<file path="src/common/pmsa_pkg.sv">
// Package for the port transceiver status and negotiation register view.
// Assumes one system clock and a word-wide AHB-Lite register bus.
package pmsa_pkg;

    // ****************************************************************
    // Register indices (byte address is four times the index)
    // ****************************************************************
    localparam logic [3:0] IDX_BASIC_STATUS = 4'h2;
    localparam logic [3:0] IDX_IDENT_LOW = 4'h4;
    localparam logic [3:0] IDX_IDENT_HIGH = 4'h6;
    localparam logic [3:0] IDX_NEG_ADVERT = 4'h8;
    localparam logic [3:0] IDX_PARTNER = 4'hA;

    // ****************************************************************
    // Field positions
    // ****************************************************************
    localparam int BIT_T4 = 15;
    localparam int BIT_CAP_TOP = 14;
    localparam int BIT_CAP_BOT = 11;
    localparam int BIT_NEG_DONE = 5;
    localparam int BIT_NEG_ABLE = 3;
    localparam int BIT_LINK = 2;
    localparam int BIT_EXTENDED = 0;
    localparam int BIT_PAUSE = 10;
    localparam int BIT_ADV_RSVD = 9;
    localparam int BIT_ABIL_TOP = 8;
    localparam int BIT_ABIL_BOT = 5;
    localparam int SEL_TOP = 4;

    // ****************************************************************
    // Fixed values and reset values
    // ****************************************************************
    localparam logic [3:0] CAP_ALL = 4'hF;
    localparam logic [4:0] SELECTOR_8023 = 5'h01;
    localparam logic [4:0] PARTNER_LOW = 5'h01;
    localparam logic ADV_RSVD_RESET = 1'h0;
    localparam logic [1:0] HTRANS_NONSEQ = 2'h2;
    localparam logic [1:0] HTRANS_SEQ = 2'h3;

    // One set of abilities, as advertised or as heard from the partner.
    typedef struct packed {
        logic pause;
        logic full_100;
        logic half_100;
        logic full_10;
        logic half_10;
    } pmsa_abil_t;

    localparam pmsa_abil_t ADV_RESET = 5'h1F;

    // Status pushed in from the transceiver and negotiation engine.
    typedef struct packed {
        logic negotiation_done;
        logic link_up;
        pmsa_abil_t partner;
    } pmsa_phy_stat_t;

endpackage : pmsa_pkg

</file>
<file path="src/rtl/pmsa_regs.sv">
// Register view of one switch port transceiver on an AHB-Lite slave.
// Assumes a single master, status inputs from the analog side that are
// asynchronous, and a neighbouring bank that may write the advert bits.
`timescale 1ns/1ps
`default_nettype none

// Summary of operation
// - Four speed/duplex capability bits read one
// - T4 capability bit reads zero, ignores writes
// - Status bit five shows negotiation done
// - Status bit three always reads one
// - Extended capability bit reads zero
// - Low identity word is read-only constant
// - High identity word is read-only constant
// - Pause advert bit, writable, resets one, shared
// - 100 full advert bit, writable, resets one
// - 100 half advert bit, writable, resets one
// - 10 full advert bit, writable, resets one
// - 10 half advert bit, writable, resets one
// - Partner pause bit mirrors received status
// - Partner 100 full bit mirrors received status
// - Partner 100 half bit mirrors received status
// - Partner 10 full bit mirrors received status
// - Partner 10 half bit mirrors received status
module pmsa_regs #(
    parameter int ADDR_W = 8,
    // Arbitrary neutral identifier values.
    parameter logic [15:0] IDENT_LOW = 16'hA5A5,
    parameter logic [15:0] IDENT_HIGH = 16'h5A5A
) (
    // Clock and reset
    input wire logic clock,
    input wire logic rst_b,
    // AHB-Lite slave
    input wire logic hsel,
    input wire logic [ADDR_W-1:0] haddr,
    input wire logic [1:0] htrans,
    input wire logic hwrite,
    input wire logic [2:0] hsize,
    input wire logic [31:0] hwdata,
    input wire logic hready,
    output logic hreadyout,
    output logic hresp,
    output logic [31:0] hrdata,
    // Status from the transceiver, asynchronous
    input wire pmsa_pkg::pmsa_phy_stat_t phy_stat,
    // Shared advert storage: the other bank's write port
    input wire logic alt_wr_en,
    input wire pmsa_pkg::pmsa_abil_t alt_wr_data,
    // Advertised abilities towards the negotiation engine
    output pmsa_pkg::pmsa_abil_t advert
);
    import pmsa_pkg::*;

    // ****************************************************************
    // Status synchroniser
    // ****************************************************************
    pmsa_phy_stat_t sync1_reg, sync1_next;
    pmsa_phy_stat_t stat_reg, stat_next;

    always_comb begin
        sync1_next = phy_stat;
        stat_next = sync1_reg;
        if (!rst_b) begin
            sync1_next = '0;
            stat_next = '0;
        end
    end

    always_ff @(posedge clock) begin
        sync1_reg <= sync1_next;
        stat_reg <= stat_next;
    end

    // ****************************************************************
    // Bus address phase capture
    // ****************************************************************
    logic wr_pend_reg, wr_pend_next;
    logic [3:0] wr_idx_reg, wr_idx_next;
    logic [31:0] rdata_reg, rdata_next;
    logic adv_rsvd_reg, adv_rsvd_next;
    pmsa_abil_t adv_reg, adv_next;
    logic take;
    logic mapped;
    logic [3:0] idx;
    logic [15:0] word;
    logic [15:0] adv_word;
    logic wr_adv;

    // The upper address bits and the byte lane must both be zero, so
    // aliases never reach a register.
    assign take = hsel && hready && (htrans == HTRANS_NONSEQ ||
                                     htrans == HTRANS_SEQ);
    assign idx = haddr[5:2];
    assign mapped = (haddr[1:0] == 2'h0) &&
                    (haddr[ADDR_W-1:6] == '0);
    assign wr_adv = wr_pend_reg && (wr_idx_reg == IDX_NEG_ADVERT);

    // Advert word as this cycle's bus write data phase will leave it, with a same-cycle
    // bank write not shown, so a read that follows a write back to back sees the new value.
    always_comb begin
        adv_word = '0;
        adv_word[BIT_PAUSE] = wr_adv ? hwdata[BIT_PAUSE] : adv_reg.pause;
        adv_word[BIT_ADV_RSVD] = wr_adv ? hwdata[BIT_ADV_RSVD]
                                        : adv_rsvd_reg;
        adv_word[BIT_ABIL_TOP:BIT_ABIL_BOT] = wr_adv ?
            hwdata[BIT_ABIL_TOP:BIT_ABIL_BOT] :
            {adv_reg.full_100, adv_reg.half_100,
             adv_reg.full_10, adv_reg.half_10};
        adv_word[SEL_TOP:0] = SELECTOR_8023;
    end

    always_comb begin
        word = '0;
        case (idx)
            IDX_BASIC_STATUS: begin
                word[BIT_T4] = 1'b0;
                word[BIT_CAP_TOP:BIT_CAP_BOT] = CAP_ALL;
                word[BIT_NEG_DONE] = stat_reg.negotiation_done;
                word[BIT_NEG_ABLE] = 1'b1;
                word[BIT_LINK] = stat_reg.link_up;
                word[BIT_EXTENDED] = 1'b0;
            end
            IDX_IDENT_LOW: word = IDENT_LOW;
            IDX_IDENT_HIGH: word = IDENT_HIGH;
            IDX_NEG_ADVERT: word = adv_word;
            IDX_PARTNER: begin
                word[BIT_PAUSE] = stat_reg.partner.pause;
                word[8] = stat_reg.partner.full_100;
                word[7] = stat_reg.partner.half_100;
                word[6] = stat_reg.partner.full_10;
                word[5] = stat_reg.partner.half_10;
                word[SEL_TOP:0] = PARTNER_LOW;
            end
            default: word = '0;
        endcase
        if (!mapped) begin
            word = '0;
        end
    end

    always_comb begin
        wr_pend_next = take && hwrite && mapped;
        wr_idx_next = idx;
        rdata_next = rdata_reg;
        if (take && !hwrite) begin
            rdata_next = {16'h0000, word};
        end
        if (!rst_b) begin
            wr_pend_next = 1'b0;
            wr_idx_next = '0;
            rdata_next = '0;
        end
    end

    // ****************************************************************
    // Advert storage shared with the other bank
    // ****************************************************************
    // A bus write wins over the other bank's write in the same cycle;
    // both land in the one storage, so neither view can drift apart.
    always_comb begin
        adv_next = adv_reg;
        adv_rsvd_next = adv_rsvd_reg;
        if (alt_wr_en) begin
            adv_next = alt_wr_data;
        end
        if (wr_adv) begin
            adv_next.pause = hwdata[BIT_PAUSE];
            adv_next.full_100 = hwdata[8];
            adv_next.half_100 = hwdata[7];
            adv_next.full_10 = hwdata[6];
            adv_next.half_10 = hwdata[5];
            adv_rsvd_next = hwdata[BIT_ADV_RSVD];
        end
        if (!rst_b) begin
            adv_next = ADV_RESET;
            adv_rsvd_next = ADV_RSVD_RESET;
        end
    end

    always_ff @(posedge clock) begin
        wr_pend_reg <= wr_pend_next;
        wr_idx_reg <= wr_idx_next;
        rdata_reg <= rdata_next;
        adv_reg <= adv_next;
        adv_rsvd_reg <= adv_rsvd_next;
    end

    // ****************************************************************
    // Outputs
    // ****************************************************************
    // Every access completes with no wait state and an OKAY answer.
    assign hreadyout = 1'b1;
    assign hresp = 1'b0;
    assign hrdata = rdata_reg;
    assign advert = adv_reg;

endmodule : pmsa_regs
`default_nettype wire

</file>
<file path="config.mk">
export PLATFORM = sky130hd
export DESIGN_NAME = pmsa_regs
export DESIGN_NICKNAME = d
export VERILOG_FILES = /design/src/common/pmsa_pkg.sv /design/src/rtl/pmsa_regs.sv
export SDC_FILE = /design/constraint.sdc
export NUM_CORES = 1
export LEC_CHECK = 0
export BUFFER_PORTS_ARGS = -buffer_cell sky130_fd_sc_hd__clkbuf_2
export CAP_MARGIN = 10
export CORE_MARGIN = 2
export CORE_UTILIZATION = 36
export CTS_BUF_LIST = sky130_fd_sc_hd__clkbuf_4 sky130_fd_sc_hd__clkbuf_8
export DETAILED_ROUTE_END_ITERATION = 10
export PLACE_DENSITY = 0.71
export SLEW_MARGIN = 10
export SYNTH_ARGS = -nofsm -noshare
export SYNTH_HDL_FRONTEND = slang
export SYNTH_SLANG_ARGS = --single-unit
</file>
<file path="constraint.sdc">
create_clock -name clock -period 4 [get_ports clock]
set_clock_uncertainty 0.05 [all_clocks]
set_input_delay 0.4 -clock clock [delete_from_list [all_inputs] [get_ports clock]]
set_output_delay 0.4 -clock clock [all_outputs]
set_load 0.02 [all_outputs]
</file>
== Word level (Yosys, flattened, before mapping) ==
Index checks and enable logic that the tools add are counted.

* Register bits after elaboration: 41
* Bits of input ports: 63
* Output and inout bits: 39
* Logic and storage cells: 58

* Equal/unequal tests: 8
* Muxes and demuxes: 14
* Reductions and logical operators: 13

{| class="wikitable"
|+ Operators with widths
! kind !! number
|-
| 2-to-1 mux 16 bit || 1
|-
| case mux 5 bit (3 select lines) || 1
|-
| equality test 4 bit (second input constant) || 3
|-
| case mux 3 bit (4 select lines) || 1
|-
| 2-to-1 mux 5 bit || 2
|-
| equality test 4 x 3 -> 1 bit (second input constant) || 2
|-
| logical AND 1 bit || 7
|-
| case mux 2 bit (3 select lines) || 1
|-
| equality test 2 bit (second input constant) || 2
|-
| equality test 4 x 2 -> 1 bit (second input constant) || 1
|-
| logical NOT 2 bit || 2
|-
| 2-to-1 mux 1 bit || 4
|-
| 2-to-1 mux 4 bit || 1
|-
| case mux 1 bit (4 select lines) || 1
|-
| case mux 1 bit (3 select lines) || 1
|-
| OR reduction 3 bit || 1
|-
| case mux 1 bit (2 select lines) || 1
|-
| nonzero test 2 bit || 1
|-
| logical NOT 1 bit || 1
|-
| logical OR 1 bit || 1
|}

== Depth between registers and ports, before layout ==
Gate-level depths: netlist of run 1.

* Word-level depth: 5
* Gate-level depth with buffers: 5

== Worst setup path after synthesis of run 1 ==
Ideal clock, no wire load.

* Path type: input-to-reg
* Start point: input port haddr[1]
* End point: register rdata_reg[7] (netlist: hrdata[7])
* Library setup time: 91 ps
* Arrival: 1611 ps
* Setup slack: 2248 ps
* Stages on the path: 5
* Path buffers: 1
* Cells stage by stage: or4_1 > buf_2 > nor4_4 > a21oi_1 > a311oi_1

* Word-level cells in the longest chain between the ends: 3

{| class="wikitable"
|+ RTL lines
! what !! line !! text
|-
| start: declaration || pmsa_regs.sv:36 || <nowiki>input wire logic [ADDR_W-1:0] haddr,</nowiki>
|-
| logical NOT 2 bit || pmsa_regs.sv:95 || <nowiki>assign mapped = (haddr[1:0] == 2'h0) &&</nowiki>
|-
| logical AND 1 bit || pmsa_regs.sv:95 ||
|-
| 2-to-1 mux 16 bit || pmsa_regs.sv:137 || <nowiki>if (!mapped) begin</nowiki>
|-
| end signal: assignment || pmsa_regs.sv:184 || <nowiki>rdata_reg <= rdata_next;</nowiki>
|-
| end: declaration || pmsa_regs.sv:80 || <nowiki>logic [31:0] rdata_reg, rdata_next;</nowiki>
|}

No other way between the ends.
A chain may end at the register's enable or synchronous reset.

== Worst setup path in the final report of run 1 ==
* Start point: register wr_idx_reg[3]
* End point: register rdata_reg[9] (netlist: hrdata[9])

* Word-level cells in the longest chain between the ends: 5

{| class="wikitable"
|+ RTL lines
! what !! line !! text
|-
| start: declaration || pmsa_regs.sv:79 || <nowiki>logic [3:0] wr_idx_reg, wr_idx_next;</nowiki>
|-
| start signal: assignment || pmsa_regs.sv:183 || <nowiki>wr_idx_reg <= wr_idx_next;</nowiki>
|-
| equality test 4 bit || pmsa_regs.sv:97 || <nowiki>assign wr_adv = wr_pend_reg && (wr_idx_reg == IDX_NEG_ADVERT);</nowiki>
|-
| logical AND 1 bit || pmsa_regs.sv:97 ||
|-
| 2-to-1 mux 1 bit || -- ||
|-
| case mux 1 bit (2 select lines) || pmsa_regs.sv:115 || <nowiki>case (idx)</nowiki>
|-
| 2-to-1 mux 16 bit || pmsa_regs.sv:137 ||
|}

No other way between the ends.

==> results.cfg, run 1 <==
[timing]
period_share = 0.482
final-max-slew-violation-count = 0
setup_viol = 0
fin_crit_ps = 1930
final-hold-violation-count = 0
rsz0062_at_grt = no
tightest_slew_ps = 801
slew_headroom = 0.459
tns_ps = 0
max_freq_mhz = 518
setup_ws_ps = 2070

[cells_and_area]
drive_above_1_share = 0.300
nFillCells = 502
diodes = 0
layout.nets = 305
stdcell_area_um2 = 2080
regArea_um2 = 741
final_cell_mix = clkbuf_2, dfxtp_1, conb_1, and2_1, o21ai_0
multi_input_area_um2 = 847
final_common_cell = clkbuf_2
area_growth_pct = 16.3
largest_register_ffs = 12

[placement]
post-place-ws_ps = 1970
place_area_um2 = 1960
place_congestion = 0.747
port_buffers = 53
dp_hpwl_mm = 2.64

[route]
dr.pass1.iters = 4
drt_iter0_markers = 43
routed_wl_mm = 3.54
drc = 0
drt-wirelength-per-cell_um = 11.4
route.vias.total = 1399
viasPerCell = 4.51
ant_nets = 0

[global_routing]
grt_pass1_vias = 1253
grt_pass1_wl_mm = 5.58
grt.overflow.total = 0
grt_antenna_before_repair = 0
grt_max_degree = 25
grt_usage = 0.133

[power]
clkPwrFrac = 0.421
ir_drop_mv = 0.206
p_seq_frac = 0.478
internal_power_uw = 621
power.leakage_uw = 0.000902
combPwrFrac = 0.101
sw_frac_of_total = 0.231
p_per_area_nw_per_um2 = 389
netSwitchingPower_uw = 187
fin_total_pwr_uw = 807

[synthesis]
synthDistinctLibCells = 42
yosysSeqAreaShare = 0.415
synth_edf_count = 0
syn_area_per_cell_um2 = 9.06
synth_area_leader_cell = dfxtp_1
postSynth.asyncResetShare = 0
synth_area_um2 = 1780
syn_inst = 197
synth_warnings = 0
synthFlopType = dfxtp_1
yosys-top-cells-area = dfxtp_1, buf_4, and2_1
ys_seq_elements = 37
synth_top_cell_area_share = 0.415

[critical_path]
worstSetupStartpointType = flop
cp-end-kind = flop
rrSetupSlack_ps = 2070
path_class = reg2reg
crit_fanout = 6
cp.arrival_ps = 2090
cp.required_ps = 4160

[floorplan]
floorplan.initialDensity = 0.375
ios = 102
die_y_um = 74.4
fp.dieW_um = 74.4
coreArea_um2 = 4750
rows = 25
die_area_um2 = 5540

[clock_tree]
cts_post_setup_buffers_inserted = 0
cts_buffers = 5
clk_root_buffer_cell = clkbuf_8
cts_buffer_depth = 2
cts.clk_slew.worst_paths_ps = 70
cts_sinks = 37
postCtsResizedCells = 0
worstSkewPairLatency_ps = 290
cts-htree-levels = 2
cts_hold_buffers = 0
cts_tree = yes

[run_status]
status = complete, no violations

[job]
cap_viol_max_count = 0

[worst_hold_path]
hold_class = in2reg
kinds of logic (layout without fill, tap and decap cells):
logic type,Yosys count,in the layout,synth area share
compound gates,47,47,0.177
other cells,2,18,0.00421
xor+xnor,1,1,0.00491
buf+inv,36,66,0.144
simple gates,72,72,0.243
mux,2,2,0.0119
flops,37,37,0.415
layer usage:
metal / vias to the layer above / global-route usage / routed length, um
li1: 729 / - / -
met1: 615 / 0.166 / 1570
met2: 48 / 0.208 / 1630
met3: 7 / 0.0474 / 276
met4: 0 / 0.0595 / 61
met5: - / 0 / 0
power groups by stage:
stage / Clock [uW] / Sequential, uW / Combinational, uW
2_1_floorplan: 0 / 397 / 67.1
3_3_place_gp: 0 / 394 / 80.0
3_5_place_dp: 0 / 394 / 81.5
4_1_cts: 346 / 386 / 81.9
5_1_grt: 365 / 387 / 90.1
6_report: 340 / 386 / 81.5
layout make-up:
| cell class | instances | share of cell area |
|---|---|---|
| flip-flops and latches | 37 | 0.357 |
| repair buffers | 53 | 0.128 |
| multi-input cells | 140 | 0.408 |
| well taps | 67 | 0.0404 |
| inverters | 5 | 0.00904 |
| clock buffers | 7 | 0.0434 |
| clock inverters | 1 | 0.0145 |
worst max-delay path, stage by stage (launching register included):
cell      delay [ps]
dfxtp_1          330
nor4bb_1         710
nand2_1          330
mux2i_1          210
o31ai_1          220
cells in the mapped netlist, types with 2 or more instances:
cell	count
a211oi_1	6
a21bo_2	4
a21o_1	3
a21o_2	2
a21oi_1	9
a22oi_1	2
a311oi_1	3
and2_1	17
buf_4	22
clkbuf_1	4
clkbuf_8	3
conb_1	2
dfxtp_1	37
inv_1	5
nand2_1	12
nand3_1	9
nand3b_1	2
nor2_1	11
nor2b_1	7
nor3_1	2
o21ai_0	13
or3b_2	2
per-stage QoR:
step | util | hold slack (ps) | instances
final | 0.437 | 258 | 310
after global routing | 0.437 | 250 | 310
after CTS | 0.437 | 253 | 310
after detailed placement | 0.411 | 367 | 302
after global placement | 0.411 | 364 | 302
after floorplan | - | 362 | 213
final timing paths:
kind	from	end	cells after the start
setup / recovery	wr_idx_reg[3]	hrdata[9]	4
hold / removal	phy_stat[1]	sync1_reg[1]	2
hold reg to reg	sync1_reg[1]	stat_reg[1]	1
setup reg to reg	wr_idx_reg[3]	hrdata[9]	4
Note: power is estimated with default switching activity, not from simulation.
==> run 2: changes to the inputs <==
==> constraint.sdc (replaced) <==
create_clock -name clock -period 1.9 [get_ports clock]
set_clock_uncertainty 0.05 [all_clocks]
set_input_delay 0.19 -clock clock [delete_from_list [all_inputs] [get_ports clock]]
set_output_delay 0.19 -clock clock [all_outputs]
set_load 0.02 [all_outputs]
==> results.cfg, run 2 (same netlist as run 1, synthesis figures left out) <==
[floorplan]
die_area_um2 = 5540
rows = 25
fp.dieW_um = 74.4
coreArea_um2 = 4750
floorplan.initialDensity = 0.375
ios = 102
die_y_um = 74.4

[job]
cap_viol_max_count = 0

[timing]
fin_crit_ps = 1570
setup_ws_ps = 333
setup_viol = 0
period_share = 0.825
rsz0062_at_grt = no
tns_ps = 0
max_freq_mhz = 638
final-max-slew-violation-count = 0
final-hold-violation-count = 0

[critical_path]
crit_fanout = 6
cp.required_ps = 2060
max_stage_delay_ps = 590
worstPathCellList = or4bb_1 -> nor2_1 -> a211oi_1 -> o21ai_0
cp.arrival_ps = 1730
slowest_stage = or4bb_1
cp-end-kind = flop
path_class = reg2reg
worstSetupStartpointType = flop

[global_routing]
grt_max_degree = 25
grt.overflow.total = 0
grt_antenna_before_repair = 0
grt_pass1_vias = 1248
grt_usage = 0.129
grt_pass1_wl_mm = 5.38

[route]
routed_wl_mm = 3.46
dr.pass1.iters = 4
drt-wirelength-per-cell_um = 11.0
drc = 0
drt_iter0_markers = 60
ant_nets = 0
route.vias.total = 1416
viasPerCell = 4.51

[clock_tree]
clk_root_buffer_cell = clkbuf_8
cts_tree = yes
cts-htree-levels = 2
cts.clk_slew.worst_paths_ps = 70
cts_post_setup_buffers_inserted = 0
worstSkewPairLatency_ps = 280
postCtsResizedCells = 0
cts_buffer_depth = 2
cts_buffers = 5
cts_hold_buffers = 0
cts_sinks = 37

[cells_and_area]
multi_input_area_um2 = 847
diodes = 0
final_common_cell = clkbuf_2
stdcell_area_um2 = 2080
regArea_um2 = 741
layout.nets = 310
area_growth_pct = 16.8
nFillCells = 492
final_util = 0.438
largest_register_ffs = 12
final_cell_mix = clkbuf_2, dfxtp_1, conb_1, and2_1, o21ai_0
drive_above_1_share = 0.312

[run_status]
status = complete, no violations

[placement]
place_area_um2 = 1990
post-place-ws_ps = 101
port_buffers = 53
dp_hpwl_mm = 2.69
place_congestion = 0.786

[worst_hold_path]
hold_class = in2reg

[power]
ir_drop_mv = 0.455
p_per_area_nw_per_um2 = 737
power.leakage_uw = 0.000913
-- run 2: per-layer routing --
layer | GRT usage | routed length [um]
met5 | 0 | 0
met4 | 0.0476 | 12
met3 | 0.0501 | 230
met2 | 0.213 | 1630
met1 | 0.151 | 1580
-- run 2: final timing paths --
| check | cells past startpoint | startpoint | endpoint | slack (ps) |
|---|---|---|---|---|
| hold / removal | 2 | phy_stat[1] | sync1_reg[1] | 60 |
| hold reg to reg | 1 | sync1_reg[5] | stat_reg[5] | 380 |
| setup / recovery | 4 | wr_idx_reg[0] | advert[2] | 330 |
| setup reg to reg | 4 | wr_idx_reg[0] | advert[2] | 330 |
-- run 2: critical path, delay by kind of cell, from the launching register on --
| family | cells | cell delay (ps) |
|---|---|---|
| flip-flops | 1 | 310 |
| AO/OA/AOI/OAI | 2 | 240 |
| AND/OR/NAND/NOR | 2 | 900 |
-- run 2: per-stage QoR --
step	hold WS, ps	instances	power, uW
3_5_place_dp	345	307	1000
5_1_grt	42.9	314	1620
3_3_place_gp	339	307	1000
6_report	59.6	314	1540
4_1_cts	48.3	314	1560
2_1_floorplan	262	213	978
-- run 2: final cells by class --
| class | instances | share of cell area |
|---|---|---|
| multi-input combinational | 140 | 0.407 |
| clock buffer | 7 | 0.0432 |
| tap | 67 | 0.0402 |
| inverter | 5 | 0.00901 |
| timing repair buffer | 58 | 0.145 |
| sequential | 37 | 0.356 |
-- run 2: power by group --
part	internal, uW	total (uW)	switching, uW
Sequential	802	812	10.7
Clock	302	548	246
Combinational	65.8	175	110
Total	1170	1540	367
